**config.mk**
```make
export PLATFORM = sky130hd
export DESIGN_NAME = rtdc_combiner
export DESIGN_NICKNAME = d
export VERILOG_FILES = /design/src/rtdc_pkg.sv /design/src/rtdc_group_stage.sv /design/src/rtdc_vote.sv /design/src/rtdc_combiner.sv
export VERILOG_INCLUDE_DIRS = /design/src
export SDC_FILE = /design/constraint.sdc
export NUM_CORES = 2
export LEC_CHECK = 0
export ABC_AREA = 1
export BUFFER_PORTS_ARGS = -buffer_cell sky130_fd_sc_hd__buf_2
export CORE_ASPECT_RATIO = 0.75
export CORE_MARGIN = 1.5
export CORE_UTILIZATION = 25
export DETAILED_ROUTE_END_ITERATION = 8
export PLACE_DENSITY_LB_ADDON = 0.15
export SYNTH_ARGS = -nofsm -noshare
export SYNTH_HDL_FRONTEND = slang
export SYNTH_SLANG_ARGS = --single-unit
```
**constraint.sdc**
```tcl
create_clock -name mclk -period 24.2 [get_ports mclk]
set_clock_uncertainty 0.2 [all_clocks]
set_input_delay 2.42 -clock mclk [delete_from_list [all_inputs] [get_ports mclk]]
set_output_delay 2.42 -clock mclk [all_outputs]
set_load 0.1 [all_outputs]
```
**src/rtdc_params.svh**
```systemverilog
// Constants of the temperature alarm combiner: sizes, register map, bit positions, timing.
// Assumes inclusion by bare name from every design file.
`ifndef RTDC_PARAMS_SVH
`define RTDC_PARAMS_SVH
`define RTDC_NUM_SENSORS   12
`define RTDC_NUM_GROUPS    4
`define RTDC_TEMP_W        16
`define RTDC_DELAY_W       16
`define RTDC_CNT_W         4
`define RTDC_DROP_NUM      99
`define RTDC_DROP_DEN      100
`define RTDC_WD_BASE       0
`define RTDC_WD_SIZE       6
`define RTDC_MB_BASE       6
`define RTDC_MB_SIZE       2
`define RTDC_LB_BASE       8
`define RTDC_LB_SIZE       2
`define RTDC_AUX_BASE      10
`define RTDC_AUX_SIZE      2
`define RTDC_CLK_PERIOD_NS 10
`define RTDC_TICK_NS       1000000
`define RTDC_TICK_CYCLES   ((`RTDC_TICK_NS + `RTDC_CLK_PERIOD_NS - 1) / `RTDC_CLK_PERIOD_NS)
`define RTDC_ADDR_W        8
`define RTDC_OFS_CTRL      8'h00
`define RTDC_OFS_CHAN      8'h04
`define RTDC_OFS_VSEL1     8'h08
`define RTDC_OFS_VSEL2     8'h0C
`define RTDC_OFS_VCNT      8'h10
`define RTDC_OFS_DELAY     8'h14
`define RTDC_OFS_THR0      8'h20
`define RTDC_OFS_STATUS    8'h30
`define RTDC_OFS_MASK      8'h34
`define RTDC_OFS_FLAGS     8'h38
`define RTDC_CTRL_ACTIVE   0
`define RTDC_CTRL_VOTESRC  1
`define RTDC_VCNT_REQ2_LSB 4
`define RTDC_VCNT_EN1      8
`define RTDC_VCNT_EN2      9
`define RTDC_THR_TRIP_LSB  16
`define RTDC_EV_W          6
`define RTDC_EV_ALARM      0
`define RTDC_EV_TIMEOUT    1
`define RTDC_EV_TRIP       2
`define RTDC_EV_VOTE1      3
`define RTDC_EV_VOTE2      4
`define RTDC_EV_TRIPCMD    5
`define RTDC_RST_WORD      32'h0000_0000
`define RTDC_RST_THR       16'hFFFF
`define RTDC_RST_DELAY     16'h0000
`endif

```
**src/rtdc_pkg.sv**
```systemverilog
// Types shared by the temperature alarm combiner.
// Assumes rtdc_params.svh is on the include path.
`include "rtdc_params.svh"
package rtdc_pkg;
  typedef logic [`RTDC_TEMP_W-1:0] rtdc_temp_t;
  typedef logic [`RTDC_EV_W-1:0] rtdc_event_t;
  typedef enum logic [1:0] {
    GRP_WINDING       = 2'h0,
    GRP_MOTOR_BEARING = 2'h1,
    GRP_LOAD_BEARING  = 2'h2,
    GRP_AUXILIARY     = 2'h3
  } rtdc_group_e;
endpackage

```
**src/rtdc_group_stage.sv**
```systemverilog
// One sensor group: hottest member against group alarm and trip levels.
// Assumes same-clock registered inputs and a one-cycle tick for the alarm delay.
`timescale 1ns/1ns
`include "rtdc_params.svh"
module rtdc_group_stage #(
  parameter int N  = `RTDC_WD_SIZE,
  parameter int W  = `RTDC_TEMP_W,
  parameter int DW = `RTDC_DELAY_W
) (
  input  wire logic           mclk,
  input  wire logic           rst_b,
  input  wire logic           tick,
  input  wire logic [N*W-1:0] temps,
  input  wire logic [N-1:0]   active,
  input  wire logic [W-1:0]   alarmThr,
  input  wire logic [W-1:0]   tripThr,
  input  wire logic [DW-1:0]  alarmDelay,
  output logic                alarm,
  output logic                trip
);
  localparam int PW = W + 7;

  logic [W-1:0]  maxT;
  logic          overQ;
  logic          overD;
  logic          tripQ;
  logic          tripD;
  logic          alarmQ;
  logic          alarmD;
  logic [DW-1:0] cntQ;
  logic [DW-1:0] cntD;

  function automatic logic [W-1:0] dropLevel(input logic [W-1:0] thr);
    logic [PW-1:0] prod;
    prod = PW'(thr) * PW'(`RTDC_DROP_NUM);
    return W'(prod / PW'(`RTDC_DROP_DEN));
  endfunction

  function automatic logic [W-1:0] hottest(input logic [N*W-1:0] t, input logic [N-1:0] act);
    logic [W-1:0] m;
    m = '0;
    for (int i = 0; i < N; i++) begin
      if (act[i] && t[i*W +: W] > m) begin
        m = t[i*W +: W];
      end
    end
    return m;
  endfunction

  always_comb begin
    maxT = hottest(temps, active);
    overD = overQ;
    tripD = tripQ;
    if (!(|active)) begin
      overD = 1'b0;
      tripD = 1'b0;
    end else begin
      if (maxT >= alarmThr) begin
        overD = 1'b1;
      end else if (maxT < dropLevel(alarmThr)) begin
        overD = 1'b0;
      end
      if (maxT >= tripThr) begin
        tripD = 1'b1;
      end else if (maxT < dropLevel(tripThr)) begin
        tripD = 1'b0;
      end
    end
    cntD = cntQ;
    if (!overD) begin
      cntD = '0;
    end else if (tick && cntQ < alarmDelay) begin
      cntD = cntQ + DW'(1);
    end
    alarmD = overD && (cntQ >= alarmDelay);
  end

  always_ff @(posedge mclk or negedge rst_b) begin
    if (!rst_b) begin
      overQ  <= 1'b0;
      tripQ  <= 1'b0;
      alarmQ <= 1'b0;
      cntQ   <= '0;
    end else begin
      overQ  <= overD;
      tripQ  <= tripD;
      alarmQ <= alarmD;
      cntQ   <= cntD;
    end
  end

  assign alarm = alarmQ;
  assign trip  = tripQ;

  property p_tripUndelayed;
    @(posedge mclk) disable iff (!rst_b) ((|active) && maxT >= tripThr) |=> trip;
  endproperty
  a_tripUndelayed: assert property (p_tripUndelayed) else $error("Group trip not raised at once");

  property p_hold;
    @(posedge mclk) disable iff (!rst_b) (trip && (|active) && maxT >= dropLevel(tripThr)) |=> trip;
  endproperty
  a_hold: assert property (p_hold) else $error("Group trip dropped above dropout level");

  property p_alarmAfterDelay;
    @(posedge mclk) disable iff (!rst_b) $rose(alarm) |-> $past(overD) && $past(cntQ) >= $past(alarmDelay);
  endproperty
  a_alarmAfterDelay: assert property (p_alarmAfterDelay) else $error("Group alarm before delay ran out");

  property p_hottest;
    @(posedge mclk) disable iff (!rst_b) (!overQ && maxT < alarmThr) |=> !overQ;
  endproperty
  a_hottest: assert property (p_hottest) else $error("Group over-alarm set below level");
endmodule

```
**src/rtdc_vote.sv**
```systemverilog
// One voting group: counts tripped selected sensors against a required count.
// Assumes same-clock registered sensor trips and configuration.
`timescale 1ns/1ns
`include "rtdc_params.svh"
module rtdc_vote #(
  parameter int N  = `RTDC_NUM_SENSORS,
  parameter int CW = `RTDC_CNT_W
) (
  input  wire logic          mclk,
  input  wire logic          rst_b,
  input  wire logic [N-1:0]  trips,
  input  wire logic [N-1:0]  select,
  input  wire logic [N-1:0]  active,
  input  wire logic [CW-1:0] required,
  input  wire logic          enable,
  output logic               voteTrip
);
  logic [CW-1:0] votes;
  logic          voteQ;
  logic          voteD;

  function automatic logic [CW-1:0] popCount(input logic [N-1:0] v);
    logic [CW-1:0] c;
    c = '0;
    for (int i = 0; i < N; i++) begin
      c = c + CW'(v[i]);
    end
    return c;
  endfunction

  always_comb begin
    votes = popCount(trips & select & active);
    voteD = enable && (required != '0) && (votes >= required);
  end

  always_ff @(posedge mclk or negedge rst_b) begin
    if (!rst_b) begin
      voteQ <= 1'b0;
    end else begin
      voteQ <= voteD;
    end
  end

  assign voteTrip = voteQ;

  property p_voteReach;
    @(posedge mclk) disable iff (!rst_b) (enable && required != '0 && votes >= required) |=> voteTrip;
  endproperty
  a_voteReach: assert property (p_voteReach) else $error("Vote trip missing at required count");

  property p_voteInactive;
    @(posedge mclk) disable iff (!rst_b) voteTrip |-> $past(popCount(trips & select & active)) >= $past(required);
  endproperty
  a_voteInactive: assert property (p_voteInactive) else $error("Vote trip without enough active votes");
endmodule

```
**src/rtdc_combiner.sv**
```systemverilog
// Top of the temperature alarm combiner: sensor flag capture, groups, voting, registers, interrupt.
// Assumes per-sensor threshold stages on mclk and an Avalon-MM master with waitrequest.
`timescale 1ns/1ns
`include "rtdc_params.svh"
// Overview of operation
// - Combined alarm high when any of the four group alarms is high.
// - Combined timeout alarm high when any group timeout alarm is high.
// - Combined trip high when any sensor of any group trips.
// - Each group compares only its hottest member against its thresholds.
// - Group timeout alarm looks at every member sensor of that group.
// - Group threshold alarms wait for the configured delay, sensor alarm flags pass at once; trips have no intended delay.
// - Six winding, two motor bearing, two load bearing, two auxiliary sensors.
// - Voting trip once tripped members reach the required count.
// - Any of twelve sensor trips selectable in either vote group.
// - Collective timeout when any sensor or group timeout alarm is high.
// - Alarm and trip drop out only below 0.99 of threshold.
// - Voting member must be selected, channel active, module active.
// - Trip command follows votes when source is voting, else sensor trips.
module rtdc_combiner #(
  parameter int N           = `RTDC_NUM_SENSORS,
  parameter int W           = `RTDC_TEMP_W,
  parameter int DW          = `RTDC_DELAY_W,
  parameter int CW          = `RTDC_CNT_W,
  parameter int TICK_CYCLES = `RTDC_TICK_CYCLES
) (
  input  wire logic                    mclk,
  input  wire logic                    rst_b,
  input  wire logic [N*W-1:0]          sensorTemp,
  input  wire logic [N-1:0]            sensorAlarm,
  input  wire logic [N-1:0]            sensorTimeout,
  input  wire logic [N-1:0]            sensorTrip,
  input  wire logic [`RTDC_ADDR_W-1:0] avs_address,
  input  wire logic                    avs_read,
  input  wire logic                    avs_write,
  input  wire logic [31:0]             avs_writedata,
  input  wire logic [3:0]              avs_byteenable,
  output logic [31:0]                  avs_readdata,
  output logic                         avs_waitrequest,
  output logic [`RTDC_NUM_GROUPS-1:0]  groupAlarm,
  output logic [`RTDC_NUM_GROUPS-1:0]  groupTimeout,
  output logic [`RTDC_NUM_GROUPS-1:0]  groupTrip,
  output logic                         combinedAlarm,
  output logic                         combinedTimeoutAlarm,
  output logic                         combinedTrip,
  output logic                         collectiveTimeout,
  output logic                         voteTrip1,
  output logic                         voteTrip2,
  output logic                         tripCmd,
  output logic                         irq
);
  localparam int NG  = `RTDC_NUM_GROUPS;
  localparam int TCW = $clog2(TICK_CYCLES + 1);

  function automatic int grpBase(input int g);
    case (rtdc_pkg::rtdc_group_e'(g))
      rtdc_pkg::GRP_WINDING:       return `RTDC_WD_BASE;
      rtdc_pkg::GRP_MOTOR_BEARING: return `RTDC_MB_BASE;
      rtdc_pkg::GRP_LOAD_BEARING:  return `RTDC_LB_BASE;
      default:                     return `RTDC_AUX_BASE;
    endcase
  endfunction

  function automatic int grpSize(input int g);
    case (rtdc_pkg::rtdc_group_e'(g))
      rtdc_pkg::GRP_WINDING:       return `RTDC_WD_SIZE;
      rtdc_pkg::GRP_MOTOR_BEARING: return `RTDC_MB_SIZE;
      rtdc_pkg::GRP_LOAD_BEARING:  return `RTDC_LB_SIZE;
      default:                     return `RTDC_AUX_SIZE;
    endcase
  endfunction

  function automatic logic [`RTDC_ADDR_W-1:0] thrOfs(input int g);
    return `RTDC_OFS_THR0 + `RTDC_ADDR_W'(4 * g);
  endfunction

  function automatic logic [31:0] byteMerge(input logic [31:0] old, input logic [31:0] wd, input logic [3:0] be);
    logic [31:0] r;
    r = old;
    for (int b = 0; b < 4; b++) begin
      if (be[b]) begin
        r[b*8 +: 8] = wd[b*8 +: 8];
      end
    end
    return r;
  endfunction

  // Register file state
  logic [31:0]             ctrlQ, ctrlD;
  logic [N-1:0]            chanQ, chanD;
  logic [N-1:0]            vsel1Q, vsel1D;
  logic [N-1:0]            vsel2Q, vsel2D;
  logic [31:0]             vcntQ, vcntD;
  logic [DW-1:0]           delayQ, delayD;
  logic [31:0]             thrQ [NG];
  logic [31:0]             thrD [NG];
  rtdc_pkg::rtdc_event_t   statusQ, statusD;
  rtdc_pkg::rtdc_event_t   maskQ, maskD;
  logic [31:0]             rdQ, rdD;
  logic                    ackQ, ackD;
  logic                    reqStart;
  logic                    wrAck;
  logic                    rdAck;
  logic [31:0]             flagsWord;

  // Datapath state
  logic [N*W-1:0]          tempQ;
  logic [N-1:0]            alarmInQ, timeoutInQ, tripInQ;
  logic [TCW-1:0]          tickCntQ, tickCntD;
  logic                    tick;
  logic                    moduleActive;
  logic [N-1:0]            activeVec;
  logic [N-1:0]            alarmGated, timeoutGated, tripGated;
  logic [NG-1:0]           stageAlarm, stageTrip;
  logic [NG-1:0]           memberAlarm, memberTimeout, memberTrip;
  logic                    vote1, vote2;
  rtdc_pkg::rtdc_event_t   evNow, evPrevQ, evRise;
  logic [NG-1:0]           gAlarmQ, gAlarmD, gTimeoutQ, gTimeoutD, gTripQ, gTripD;
  logic                    anyAlarmQ, anyAlarmD, anyTimeoutQ, anyTimeoutD, anyTripQ, anyTripD;
  logic                    collQ, collD, v1Q, v2Q, cmdQ, cmdD;

  // Bus slave: one wait state, read data registered at the first edge
  assign reqStart        = (avs_read || avs_write) && !ackQ;
  assign avs_waitrequest = (avs_read || avs_write) && !ackQ;
  assign wrAck           = avs_write && ackQ;
  assign rdAck           = avs_read && ackQ;
  assign flagsWord       = 32'(evNow);

  always_comb begin
    ackD    = reqStart;
    rdD     = rdQ;
    ctrlD   = ctrlQ;
    chanD   = chanQ;
    vsel1D  = vsel1Q;
    vsel2D  = vsel2Q;
    vcntD   = vcntQ;
    delayD  = delayQ;
    maskD   = maskQ;
    thrD    = thrQ;
    if (reqStart && avs_read) begin
      rdD = `RTDC_RST_WORD;
      unique case (avs_address)
        `RTDC_OFS_CTRL:   rdD = ctrlQ;
        `RTDC_OFS_CHAN:   rdD = 32'(chanQ);
        `RTDC_OFS_VSEL1:  rdD = 32'(vsel1Q);
        `RTDC_OFS_VSEL2:  rdD = 32'(vsel2Q);
        `RTDC_OFS_VCNT:   rdD = vcntQ;
        `RTDC_OFS_DELAY:  rdD = 32'(delayQ);
        `RTDC_OFS_STATUS: rdD = 32'(statusQ);
        `RTDC_OFS_MASK:   rdD = 32'(maskQ);
        `RTDC_OFS_FLAGS:  rdD = flagsWord;
        default: begin
          for (int g = 0; g < NG; g++) begin
            if (avs_address == thrOfs(g)) begin
              rdD = thrQ[g];
            end
          end
        end
      endcase
    end
    if (wrAck) begin
      unique case (avs_address)
        `RTDC_OFS_CTRL:  ctrlD = byteMerge(ctrlQ, avs_writedata, avs_byteenable) & 32'h0000_0003;
        `RTDC_OFS_CHAN:  chanD = N'(byteMerge(32'(chanQ), avs_writedata, avs_byteenable));
        `RTDC_OFS_VSEL1: vsel1D = N'(byteMerge(32'(vsel1Q), avs_writedata, avs_byteenable));
        `RTDC_OFS_VSEL2: vsel2D = N'(byteMerge(32'(vsel2Q), avs_writedata, avs_byteenable));
        `RTDC_OFS_VCNT:  vcntD = byteMerge(vcntQ, avs_writedata, avs_byteenable) & 32'h0000_03FF;
        `RTDC_OFS_DELAY: delayD = DW'(byteMerge(32'(delayQ), avs_writedata, avs_byteenable));
        `RTDC_OFS_MASK:  maskD = `RTDC_EV_W'(byteMerge(32'(maskQ), avs_writedata, avs_byteenable));
        default: begin
          for (int g = 0; g < NG; g++) begin
            if (avs_address == thrOfs(g)) begin
              thrD[g] = byteMerge(thrQ[g], avs_writedata, avs_byteenable);
            end
          end
        end
      endcase
    end
    // Only bits actually returned are cleared, so an event during the wait state survives
    statusD = evRise | (statusQ & ~((rdAck && avs_address == `RTDC_OFS_STATUS) ? `RTDC_EV_W'(rdQ) : '0));
  end

  always_ff @(posedge mclk or negedge rst_b) begin
    if (!rst_b) begin
      ackQ    <= 1'b0;
      rdQ     <= `RTDC_RST_WORD;
      ctrlQ   <= `RTDC_RST_WORD;
      chanQ   <= '0;
      vsel1Q  <= '0;
      vsel2Q  <= '0;
      vcntQ   <= `RTDC_RST_WORD;
      delayQ  <= `RTDC_RST_DELAY;
      statusQ <= '0;
      maskQ   <= '0;
      for (int g = 0; g < NG; g++) begin
        thrQ[g] <= {`RTDC_RST_THR, `RTDC_RST_THR};
      end
    end else begin
      ackQ    <= ackD;
      rdQ     <= rdD;
      ctrlQ   <= ctrlD;
      chanQ   <= chanD;
      vsel1Q  <= vsel1D;
      vsel2Q  <= vsel2D;
      vcntQ   <= vcntD;
      delayQ  <= delayD;
      statusQ <= statusD;
      maskQ   <= maskD;
      thrQ    <= thrD;
    end
  end

  assign avs_readdata = rdQ;
  assign irq          = |(statusQ & maskQ);

  // Millisecond tick for alarm delays
  always_comb begin
    tick     = (tickCntQ == TCW'(TICK_CYCLES - 1));
    tickCntD = tick ? '0 : tickCntQ + TCW'(1);
  end

  always_ff @(posedge mclk or negedge rst_b) begin
    if (!rst_b) begin
      tickCntQ <= '0;
    end else begin
      tickCntQ <= tickCntD;
    end
  end

  always_ff @(posedge mclk or negedge rst_b) begin
    if (!rst_b) begin
      tempQ      <= '0;
      alarmInQ   <= '0;
      timeoutInQ <= '0;
      tripInQ    <= '0;
    end else begin
      tempQ      <= sensorTemp;
      alarmInQ   <= sensorAlarm;
      timeoutInQ <= sensorTimeout;
      tripInQ    <= sensorTrip;
    end
  end

  assign moduleActive = ctrlQ[`RTDC_CTRL_ACTIVE];
  assign activeVec    = chanQ & {N{moduleActive}};
  assign alarmGated   = alarmInQ & activeVec;
  assign timeoutGated = timeoutInQ & activeVec;
  assign tripGated    = tripInQ & activeVec;

  for (genvar g = 0; g < NG; g++) begin : gGrp
    localparam int B = grpBase(g);
    localparam int S = grpSize(g);
    rtdc_group_stage #(
      .N  (S),
      .W  (W),
      .DW (DW)
    ) uStage (
      .mclk       (mclk),
      .rst_b      (rst_b),
      .tick       (tick),
      .temps      (tempQ[B*W +: S*W]),
      .active     (activeVec[B +: S]),
      .alarmThr   (thrQ[g][W-1:0]),
      .tripThr    (thrQ[g][`RTDC_THR_TRIP_LSB +: W]),
      .alarmDelay (delayQ),
      .alarm      (stageAlarm[g]),
      .trip       (stageTrip[g])
    );
    assign memberAlarm[g]   = |alarmGated[B +: S];
    assign memberTimeout[g] = |timeoutGated[B +: S];
    assign memberTrip[g]    = |tripGated[B +: S];
  end

  rtdc_vote #(
    .N  (N),
    .CW (CW)
  ) uVote1 (
    .mclk     (mclk),
    .rst_b    (rst_b),
    .trips    (tripGated),
    .select   (vsel1Q),
    .active   (activeVec),
    .required (vcntQ[CW-1:0]),
    .enable   (vcntQ[`RTDC_VCNT_EN1]),
    .voteTrip (vote1)
  );

  rtdc_vote #(
    .N  (N),
    .CW (CW)
  ) uVote2 (
    .mclk     (mclk),
    .rst_b    (rst_b),
    .trips    (tripGated),
    .select   (vsel2Q),
    .active   (activeVec),
    .required (vcntQ[`RTDC_VCNT_REQ2_LSB +: CW]),
    .enable   (vcntQ[`RTDC_VCNT_EN2]),
    .voteTrip (vote2)
  );

  always_comb begin
    gAlarmD     = stageAlarm | memberAlarm;
    gTimeoutD   = memberTimeout;
    gTripD      = stageTrip | memberTrip;
    anyAlarmD   = |gAlarmD;
    anyTimeoutD = |gTimeoutD;
    anyTripD    = |gTripD;
    collD       = (|timeoutGated) || anyTimeoutD;
    cmdD        = ctrlQ[`RTDC_CTRL_VOTESRC] ? (vote1 || vote2) : anyTripD;
  end

  always_ff @(posedge mclk or negedge rst_b) begin
    if (!rst_b) begin
      gAlarmQ     <= '0;
      gTimeoutQ   <= '0;
      gTripQ      <= '0;
      anyAlarmQ   <= 1'b0;
      anyTimeoutQ <= 1'b0;
      anyTripQ    <= 1'b0;
      collQ       <= 1'b0;
      v1Q         <= 1'b0;
      v2Q         <= 1'b0;
      cmdQ        <= 1'b0;
      evPrevQ     <= '0;
    end else begin
      gAlarmQ     <= gAlarmD;
      gTimeoutQ   <= gTimeoutD;
      gTripQ      <= gTripD;
      anyAlarmQ   <= anyAlarmD;
      anyTimeoutQ <= anyTimeoutD;
      anyTripQ    <= anyTripD;
      collQ       <= collD;
      v1Q         <= vote1;
      v2Q         <= vote2;
      cmdQ        <= cmdD;
      evPrevQ     <= evNow;
    end
  end

  assign evNow  = {cmdQ, v2Q, v1Q, anyTripQ, anyTimeoutQ, anyAlarmQ};
  assign evRise = evNow & ~evPrevQ;

  assign groupAlarm           = gAlarmQ;
  assign groupTimeout         = gTimeoutQ;
  assign groupTrip            = gTripQ;
  assign combinedAlarm        = anyAlarmQ;
  assign combinedTimeoutAlarm = anyTimeoutQ;
  assign combinedTrip         = anyTripQ;
  assign collectiveTimeout    = collQ;
  assign voteTrip1            = v1Q;
  assign voteTrip2            = v2Q;
  assign tripCmd              = cmdQ;

  property p_anyAlarm;
    @(posedge mclk) disable iff (!rst_b) (|(stageAlarm | memberAlarm)) |=> combinedAlarm;
  endproperty
  a_anyAlarm: assert property (p_anyAlarm) else $error("Combined alarm missed a group alarm");

  property p_anyTimeout;
    @(posedge mclk) disable iff (!rst_b) combinedTimeoutAlarm == (|groupTimeout);
  endproperty
  a_anyTimeout: assert property (p_anyTimeout) else $error("Combined timeout disagrees with groups");

  property p_anyTrip;
    @(posedge mclk) disable iff (!rst_b) (|(sensorTrip & activeVec)) ##1 $stable(activeVec) |=> combinedTrip;
  endproperty
  a_anyTrip: assert property (p_anyTrip) else $error("Combined trip missed a sensor trip");

  property p_collective;
    @(posedge mclk) disable iff (!rst_b) (combinedTimeoutAlarm || $past(|timeoutGated)) |-> collectiveTimeout;
  endproperty
  a_collective: assert property (p_collective) else $error("Collective timeout missed a source");

  property p_cmdVote;
    @(posedge mclk) disable iff (!rst_b) (ctrlQ[`RTDC_CTRL_VOTESRC] && (vote1 || vote2)) |=> tripCmd;
  endproperty
  a_cmdVote: assert property (p_cmdVote) else $error("Voting trip did not reach trip command");

  property p_cmdDefault;
    @(posedge mclk) disable iff (!rst_b) (tripCmd && !$past(ctrlQ[`RTDC_CTRL_VOTESRC])) |-> $past(anyTripD);
  endproperty
  a_cmdDefault: assert property (p_cmdDefault) else $error("Trip command without sensor trip");

  property p_inactive;
    @(posedge mclk) disable iff (!rst_b) (!moduleActive)[*3] |-> !combinedTrip && !voteTrip1 && !voteTrip2;
  endproperty
  a_inactive: assert property (p_inactive) else $error("Trip while module inactive");

  property p_statusSetWins;
    @(posedge mclk) disable iff (!rst_b) evRise[`RTDC_EV_ALARM] |=> statusQ[`RTDC_EV_ALARM];
  endproperty
  a_statusSetWins: assert property (p_statusSetWins) else $error("Alarm event lost in status");
endmodule

```
* Yosys cells after proc, flatten, opt, wreduce, memory -nomap -nowiden
Cells that the tools add are included.
** Word-level totals
- Register bits :: 584
- Input port bits :: 276
- Output and inout port bits :: 53
- Logic and storage cells :: 319
** Operators by class
- Add/sub/neg operators :: 27
- Multiply operators :: 8
- Div/mod/pow operators :: 8
- Order comparisons :: 38
- Equality and inequality tests :: 21
- Muxes and demuxes :: 52
- Bitwise operators :: 17
- Reduce and logical (&&, ||, !) cells :: 84
** Operator list (count)
- 16-bit two-way mux :: 20
- 32-bit case mux with 9 select lines :: 1
- 16-bit greater-or-equal comparator :: 12
- 16-bit < comparator :: 12
- 23-bit by 7-bit divider with 23-bit output, second input constant :: 8
- 16-bit by 7-bit multiplier with 23-bit output, second input constant :: 8
- 16-bit > comparator :: 8
- 32-bit two-way mux :: 4
- 12-bit bitwise AND :: 8
- 4-bit by 1-bit adder with 4-bit output :: 20
- 16-bit by 1-bit adder with 16-bit output, second input constant :: 4
- 16-bit by 1-bit > comparator with 1-bit output, second input constant :: 4
- 4-bit AND reduction :: 16
- 8-bit by 6-bit equality test with 1-bit output, second input constant :: 7
- 3-bit AND reduction :: 12
- 6-bit OR reduction :: 5
- 1-bit logical AND :: 29
- 1-bit two-way mux :: 25
- 2-bit OR reduction :: 12
- 6-bit bitwise AND :: 3
- 17-bit by 1-bit adder with 17-bit output, second input constant :: 1
- 17-bit equality test, second input constant :: 1
- 17-bit two-way mux :: 1
- 8-bit by 4-bit equality test with 1-bit output, second input constant :: 2
- 18 further kinds :: 32

* Depth between registers and ports, before layout
- Depth after elaboration :: 23
- Mapped depth :: 121
- Gate-level depth less buffers :: 120

* Hierarchy
A second synthesis with hierarchy kept.
** Unflattened totals
- Cells, all modules :: 10516
- Area total of the unflattened synthesis :: 72913.7 um^2
** By module, submodules not included
- rtdc_group_stage (gGrp[1].uStage ...) :: times used 3, cells each 2055, area each 12708.4 um^2, seq. area each 475.5 um^2
- rtdc_combiner :: times used 1, cells each 1852, area each 18714.2 um^2, seq. area each 12822.3 um^2
- rtdc_group_stage (gGrp[0].uStage) :: times used 1, cells each 2389, area each 15165.8 um^2, seq. area each 475.5 um^2
- rtdc_vote :: times used 2, cells each 55, area each 454.2 um^2, seq. area each 25.0 um^2

* Worst setup path before layout
No wires, ideal clock.
- Path kind :: flip-flop to flip-flop
- Start point :: reg tempQ[0]
- End point :: reg gGrp[0].uStage.alarmQ
- Library setup time :: 0.125 ns
- Arrival time :: 11.874 ns
- Data required time :: 23.875 ns
- Setup slack :: 12.001 ns
- Cell stages (with the launch flop) :: 81
- Buffers on the path :: 7
- Period minus slack after synthesis :: 12.199 ns
- Cells stage by stage :: dfrtp_1 -> nor4_1 -> nand4_1 -> nand2_1 -> inv_1 -> clkbuf_1 -> nand2_1 -> ha_1 -> nand3_1 -> o211ai_1 -> a21oi_1 -> nor2_1 -> o21ai_0 -> a21oi_1 -> a211o_1 -> o311ai_0 -> clkbuf_1 -> nand2_1 -> [45 not listed] -> nand2_1 -> o21ai_0 -> ha_1 -> a21boi_0 -> o21a_1 -> o21a_1 -> o21a_1 -> o21a_1 -> o21a_1 -> o21a_1 -> o21a_1 -> o2111ai_1 -> a21oi_1 -> a2111oi_0 -> nand2_1 -> nand2_4 -> buf_8 -> nor2_4
** Between the ends
- Cells in the longest elaborated chain, start to end :: 23
- Elaborated cells between the ends (all ways) :: 24
- Those cells by class :: order compare: 8; mux: 9; reduce/logical: 7
** RTL lines
- start: declaration :: RTL line rtdc_combiner.sv:106 : logic [N*W-1:0] tempQ;
- start signal: assignment :: RTL line rtdc_combiner.sv:236 : tempQ <= sensorTemp;
- 16-bit by 1-bit > comparator with 1-bit output :: RTL line rtdc_group_stage.sv:43 : if (act[i] && t[i*W +: W] > m) begin
- 1-bit logical AND :: RTL line rtdc_group_stage.sv:43
- 16-bit two-way mux (*) :: RTL line rtdc_group_stage.sv:43
- 16-bit > comparator :: RTL line rtdc_group_stage.sv:43
- 1-bit logical AND :: RTL line rtdc_group_stage.sv:43
- 16-bit two-way mux (*) :: RTL line rtdc_group_stage.sv:43
- 16-bit > comparator :: RTL line rtdc_group_stage.sv:43
- 1-bit logical AND :: RTL line rtdc_group_stage.sv:43
- [8 not listed]
- 1-bit logical AND :: RTL line rtdc_group_stage.sv:43
- 16-bit two-way mux (*) :: RTL line rtdc_group_stage.sv:43
- 16-bit < comparator :: RTL line rtdc_group_stage.sv:60 : end else if (maxT < dropLevel(alarmThr)) begin
- 1-bit two-way mux :: RTL line rtdc_group_stage.sv:60
- 1-bit two-way mux (*) :: RTL line rtdc_group_stage.sv:58 : if (maxT >= alarmThr) begin
- 1-bit two-way mux (*) :: RTL line rtdc_group_stage.sv:54 : if (!(|active)) begin
- 1-bit logical AND (*) :: RTL line rtdc_group_stage.sv:75 : alarmD = overD && (cntQ >= alarmDelay);
- via gGrp[0].uStage.alarmD :: RTL line rtdc_group_stage.sv:29 : logic alarmD;
- end signal: assignment :: RTL line rtdc_group_stage.sv:87 : alarmQ <= alarmD;
- end: declaration :: RTL line rtdc_group_stage.sv:28 : logic alarmQ;
The timed path passes the listed nets; every way through them passes the cells marked *.
A chain may end at the register's enable or synchronous reset.

* Worst setup path after layout
- Start point :: reg chanQ[0]
- End point :: reg gGrp[0].uStage.cntQ[0]
** Between the ends
- Cells in the longest elaborated chain, start to end :: 23
- Elaborated cells between the ends (all ways) :: 26
- Those cells by class :: order compare: 7; eq/ne: 1; mux: 10; bitwise: 1; reduce/logical: 7
** RTL lines
- start: declaration :: RTL line rtdc_combiner.sv:89 : logic [N-1:0] chanQ, chanD;
- start signal: assignment :: RTL line rtdc_combiner.sv:201 : chanQ <= chanD;
- 12-bit bitwise AND (*) :: RTL line rtdc_combiner.sv:244 : assign activeVec = chanQ & {N{moduleActive}};
- 1-bit logical AND :: RTL line rtdc_group_stage.sv:43
- 16-bit two-way mux :: RTL line rtdc_group_stage.sv:43
- 16-bit > comparator :: RTL line rtdc_group_stage.sv:43
- 1-bit logical AND :: RTL line rtdc_group_stage.sv:43
- 16-bit two-way mux :: RTL line rtdc_group_stage.sv:43
- 16-bit > comparator :: RTL line rtdc_group_stage.sv:43
- 1-bit logical AND :: RTL line rtdc_group_stage.sv:43
- [7 not listed]
- 16-bit > comparator :: RTL line rtdc_group_stage.sv:43
- 1-bit logical AND :: RTL line rtdc_group_stage.sv:43
- 16-bit two-way mux :: RTL line rtdc_group_stage.sv:43
- 16-bit < comparator :: RTL line rtdc_group_stage.sv:60
- 1-bit two-way mux :: RTL line rtdc_group_stage.sv:60
- 1-bit two-way mux :: RTL line rtdc_group_stage.sv:58
- 1-bit two-way mux (*) :: RTL line rtdc_group_stage.sv:54
- 2-bit inequality test (no source line) or 16-bit two-way mux (tied branches)
- end signal: assignment :: RTL line rtdc_group_stage.sv:88 : cntQ <= cntD;
- end: declaration :: RTL line rtdc_group_stage.sv:30 : logic [DW-1:0] cntQ;
Every way passes the cells marked *; elsewhere a longest branch is shown, timed or not.

==> results.md <==
- Cts bufs inserted: 73
- Data arrival time at the worst-slack endpoint: 15,630 ps
- Setup Viol. Count Final: 0
- Number of instances on the worst hold path: 0
- Max Clk Rate: 0.0654 GHz
- Clock root buffer master: clkbuf_16
- Leakage power: 43.5 nW
- Hold-fix buffers, CTS: 0
- Cell-internal power: 4.97 mW
- Number of enable flip-flop cells after synthesis: 0
- Max-cap check violation count: 0
- Standard cell with the maximum stage delay on the critical path: a211o_1
- Insertion delay of the later-clocked pin in the worst-skew pair: 730 ps
- Final setup margin: 8920 ps
- Clock tree sinks: 584
- Syn_nets: 11,500
- Stage delay of the slowest cell on the critical path: 620 ps
- DR iter-0 viols: 4,459
- 1st-pass router iterations: 5
- Post-cts gate resize count: 0
- Area of combinational cells with multiple inputs: 49,900 um2
- Maximum number of pins on one net before global-route repair: 146
- Number of filler cells placed in the layout: 31,000
- Weighted congestion reported at the end of routability-driven placement: 0.891
- Post-detailed-placement half-perimeter wirelength: 218,000 um
- Sequential cell area: 14,800 um2
- Comb power frac: 82.5%
- Number of top-level pins: 329
- Final period utilization: 63.2%
- Required time of the worst setup path: 24,550 ps
- Total track usage: 17.6%
- Input/output buffers: 328
- Final TNS setup: 0 ps
- Worst IR Drop VDD: 0.308 mV
- GRT Residual Overflow: 0
- Count of final max-slew check failures: 0
- # H-tree levels: 3
- Initial Utilization: 25.2%
- Share of power burned in registers: 8.3%
- CP Class: flip-flop to flip-flop
- Post-Layout Cell Count: 14,300
- FFs w/ async S/R, synth: 100%
- Die boundary height: 465 um
- Slew @ Worst Pin: 1230 ps
- Number of antenna violations at the first check in global routing: 39
- Number of setup buffers added after CTS: 0
- Syn-to-layout area delta: 12.7%
- Launching instance or port of the critical path: chanQ[0]$_DFFE_PN0P_
- Antenna Violating Nets Remaining: 0
- Final critical-path required period: 15,280 ps
- Placed cells: 14,100
- Average vias per placed instance: 4.62
- DRC Markers: 0
- Net load switching power: 7.56 mW
- Total power density per cell area: 156 nW/um2
- Most used cell along the critical path: a21oi_1
- Relative slew slack: 17.5%
- Worst setup slack for register-to-register paths: 8920 ps
- Syn avg cell area: 7.08 um2
- Register area share after synthesis: 20.7%
- Setup repair after global routing missed its margin: no
- Number of standard cells after synthesis: 10,100
- Worst Hold Class: flip-flop to flip-flop
- Startpoint of the most critical hold path: uVote2.voteTrip$_DFF_PN0_
- Via count: 66,100
- Synth Register Bits: 584
- Count of standard-cell rows: 169
- Count of distinct cell types in the synthesized netlist: 84
- Clock power share: 9.2%
- Syn. warnings: 0
- Endpoints failing hold: 0
- Placement Setup Slack: 8830 ps
- Wire length of the first global-routing pass: 389,000 um
- Max Root-Sink Buffers: 3
- Worst R2R Start: chanQ[0]$_DFFE_PN0P_
- Clock input transition at the sequential cells of the worst setup and hold paths: 60 ps
- Worst-case reg-to-reg path depth: 71
- Predominant post-synthesis flop cell: dfrtp_1
- Share of post-route cells with drive strength above 1: 15.6%
- Startpoint kind of the worst setup timing path: flip-flop
- CTS tree: built
- CP Capture Type: flip-flop
- Vias in the first global route: 62,600
- Die Area: 288,000 um2
- Core region area: 283,000 um2
- DIE WIDTH: 619 um
- Run status: finished, final reports clean
- Net total in the final layout: 11,900
- Worst Path Max Fanout: 32
- Final Routed Wirelength: 257,000 um
- Mapped cell area: 71,200 um2
- Mean routed wirelength per cell: 18.0 um
- Switching power as a share of total power: 60.3%
[sequential cells by signal (all words and copies together), names as in the netlist, 10 cells and up]
| signal | flops |
|---|---|
| tempQ | 192 |
| timeoutInQ | 12 |
| delayQ | 16 |
| gGrp.uStage.cntQ | 64 |
| thrQ | 128 |
| vcntQ | 10 |
| tickCntQ | 17 |
| tripInQ | 12 |
| alarmInQ | 12 |
| vsel2Q | 12 |
| vsel1Q | 12 |
| chanQ | 12 |
| avs_readdata | 32 |
[power groups by stage]
stage	registers, mW	logic, mW	clock network (mW)
floorplan	1.06	8.23	0
global placement	1.05	10.2	0
detailed placement	1.05	10.3	0
CTS	1.04	10.3	1.20
global route	1.04	12.0	1.23
finish	1.04	10.3	1.15
[cell type report]
type | count | area share (%)
repair buffers | 394 | 2.69
clock inverters | 43 | 0.552
flip-flops and latches | 584 | 18.4
clock buffers | 91 | 2.50
diodes | 21 | 0.0655
well taps | 3762 | 5.87
inverters | 1649 | 7.74
multi-input cells | 7742 | 62.2
[routing by layer]
layer / track usage, % / up-vias / share of wire, %
li1: - / 33800 / -
met4: 4.57 / 6 / 2.6
met1: 26.1 / 30800 / 51
met2: 26.7 / 1302 / 42
met5: 0 / - / 0.018
met3: 1.92 / 197 / 4.3
[worst paths after layout]
kind	endpoint
min in group asynchronous	tickCntQ[16]$_DFF_PN0_
worst max-delay path	gGrp[0].uStage.cntQ[0]$_DFFE_PN0P_
worst min-delay path	voteTrip2$_DFF_PN0_
worst max register to register	gGrp[0].uStage.cntQ[0]$_DFFE_PN0P_
worst min register to register	voteTrip2$_DFF_PN0_
max in group asynchronous	tempQ[167]$_DFF_PN0_
[cells in the mapped netlist (all sizes together) (23+ instances only)]
cell / n / area, um2
o22ai: 46 / 288
nand3b: 25 / 191
dfstp: 128 / 3360
fa: 170 / 3400
nand3: 715 / 3810
a21o: 41 / 318
o21ai: 652 / 3330
a21oi: 422 / 2150
dfrtp: 456 / 11400
xnor2: 84 / 777
o21bai: 34 / 259
nor3: 64 / 345
o211ai: 32 / 255
xor2: 177 / 1610
a211oi: 23 / 173
nor2: 711 / 3350
nor4: 30 / 188
clkbuf: 76 / 285
inv: 1635 / 6150
o21a: 39 / 294
ha: 993 / 12400
nand2: 3035 / 13400
a31oi: 23 / 144
nand4: 296 / 2070
[layout by cell type, fill, tap and decap left out, types with 265 or more instances in the layout]
| cell | n |
|---|---|
| inv_1 | 1511 |
| buf_2 | 327 |
| dfrtp_1 | 456 |
| ha_1 | 993 |
| nand3_1 | 670 |
| nor2_1 | 556 |
| nand4_1 | 265 |
| nand2_2 | 438 |
| nand2_1 | 2481 |
| a21oi_1 | 413 |
| o21ai_0 | 584 |
[critical path, delay by kind of cell (launching register included)]
kind / cells / cell delay (ps)
DFF: 1 / 370
adders and majority gates: 6 / 2100
and+or+nand+nor: 15 / 2130
AOI/OAI and AO/OA: 46 / 8950
buffers and inverters: 4 / 1300
[cell families (layout without fill, tap and decap cells)]
family                     after synthesis  after routing  synth area share, %
and+or+nand+nor                       4895           4895                 32.9
buffers and inverters                 1737           2177                 9.26
AOI/OAI and AO/OA                     1419           1419                 11.4
adders and majority gates             1163           1163                 22.2
DFF                                    584            584                 20.7
xor gates and xnor gates               261            261                 3.36
muxes                                    4              4               0.0562
other                                    0             21                    0
[through the flow]
stage                     util [%]  cell area [um2]  hold WS [ps]  power (mW)
after global routing          28.4            80200           213        14.2
final                         28.4            80300           199        12.5
after global placement        27.5            77800           199        11.2
after CTS                     28.3            80200           202        12.6
after detailed placement      27.5            77800           188        11.4
after floorplan                  -            71200           154        9.29
(Power assumes the default switching activity.)
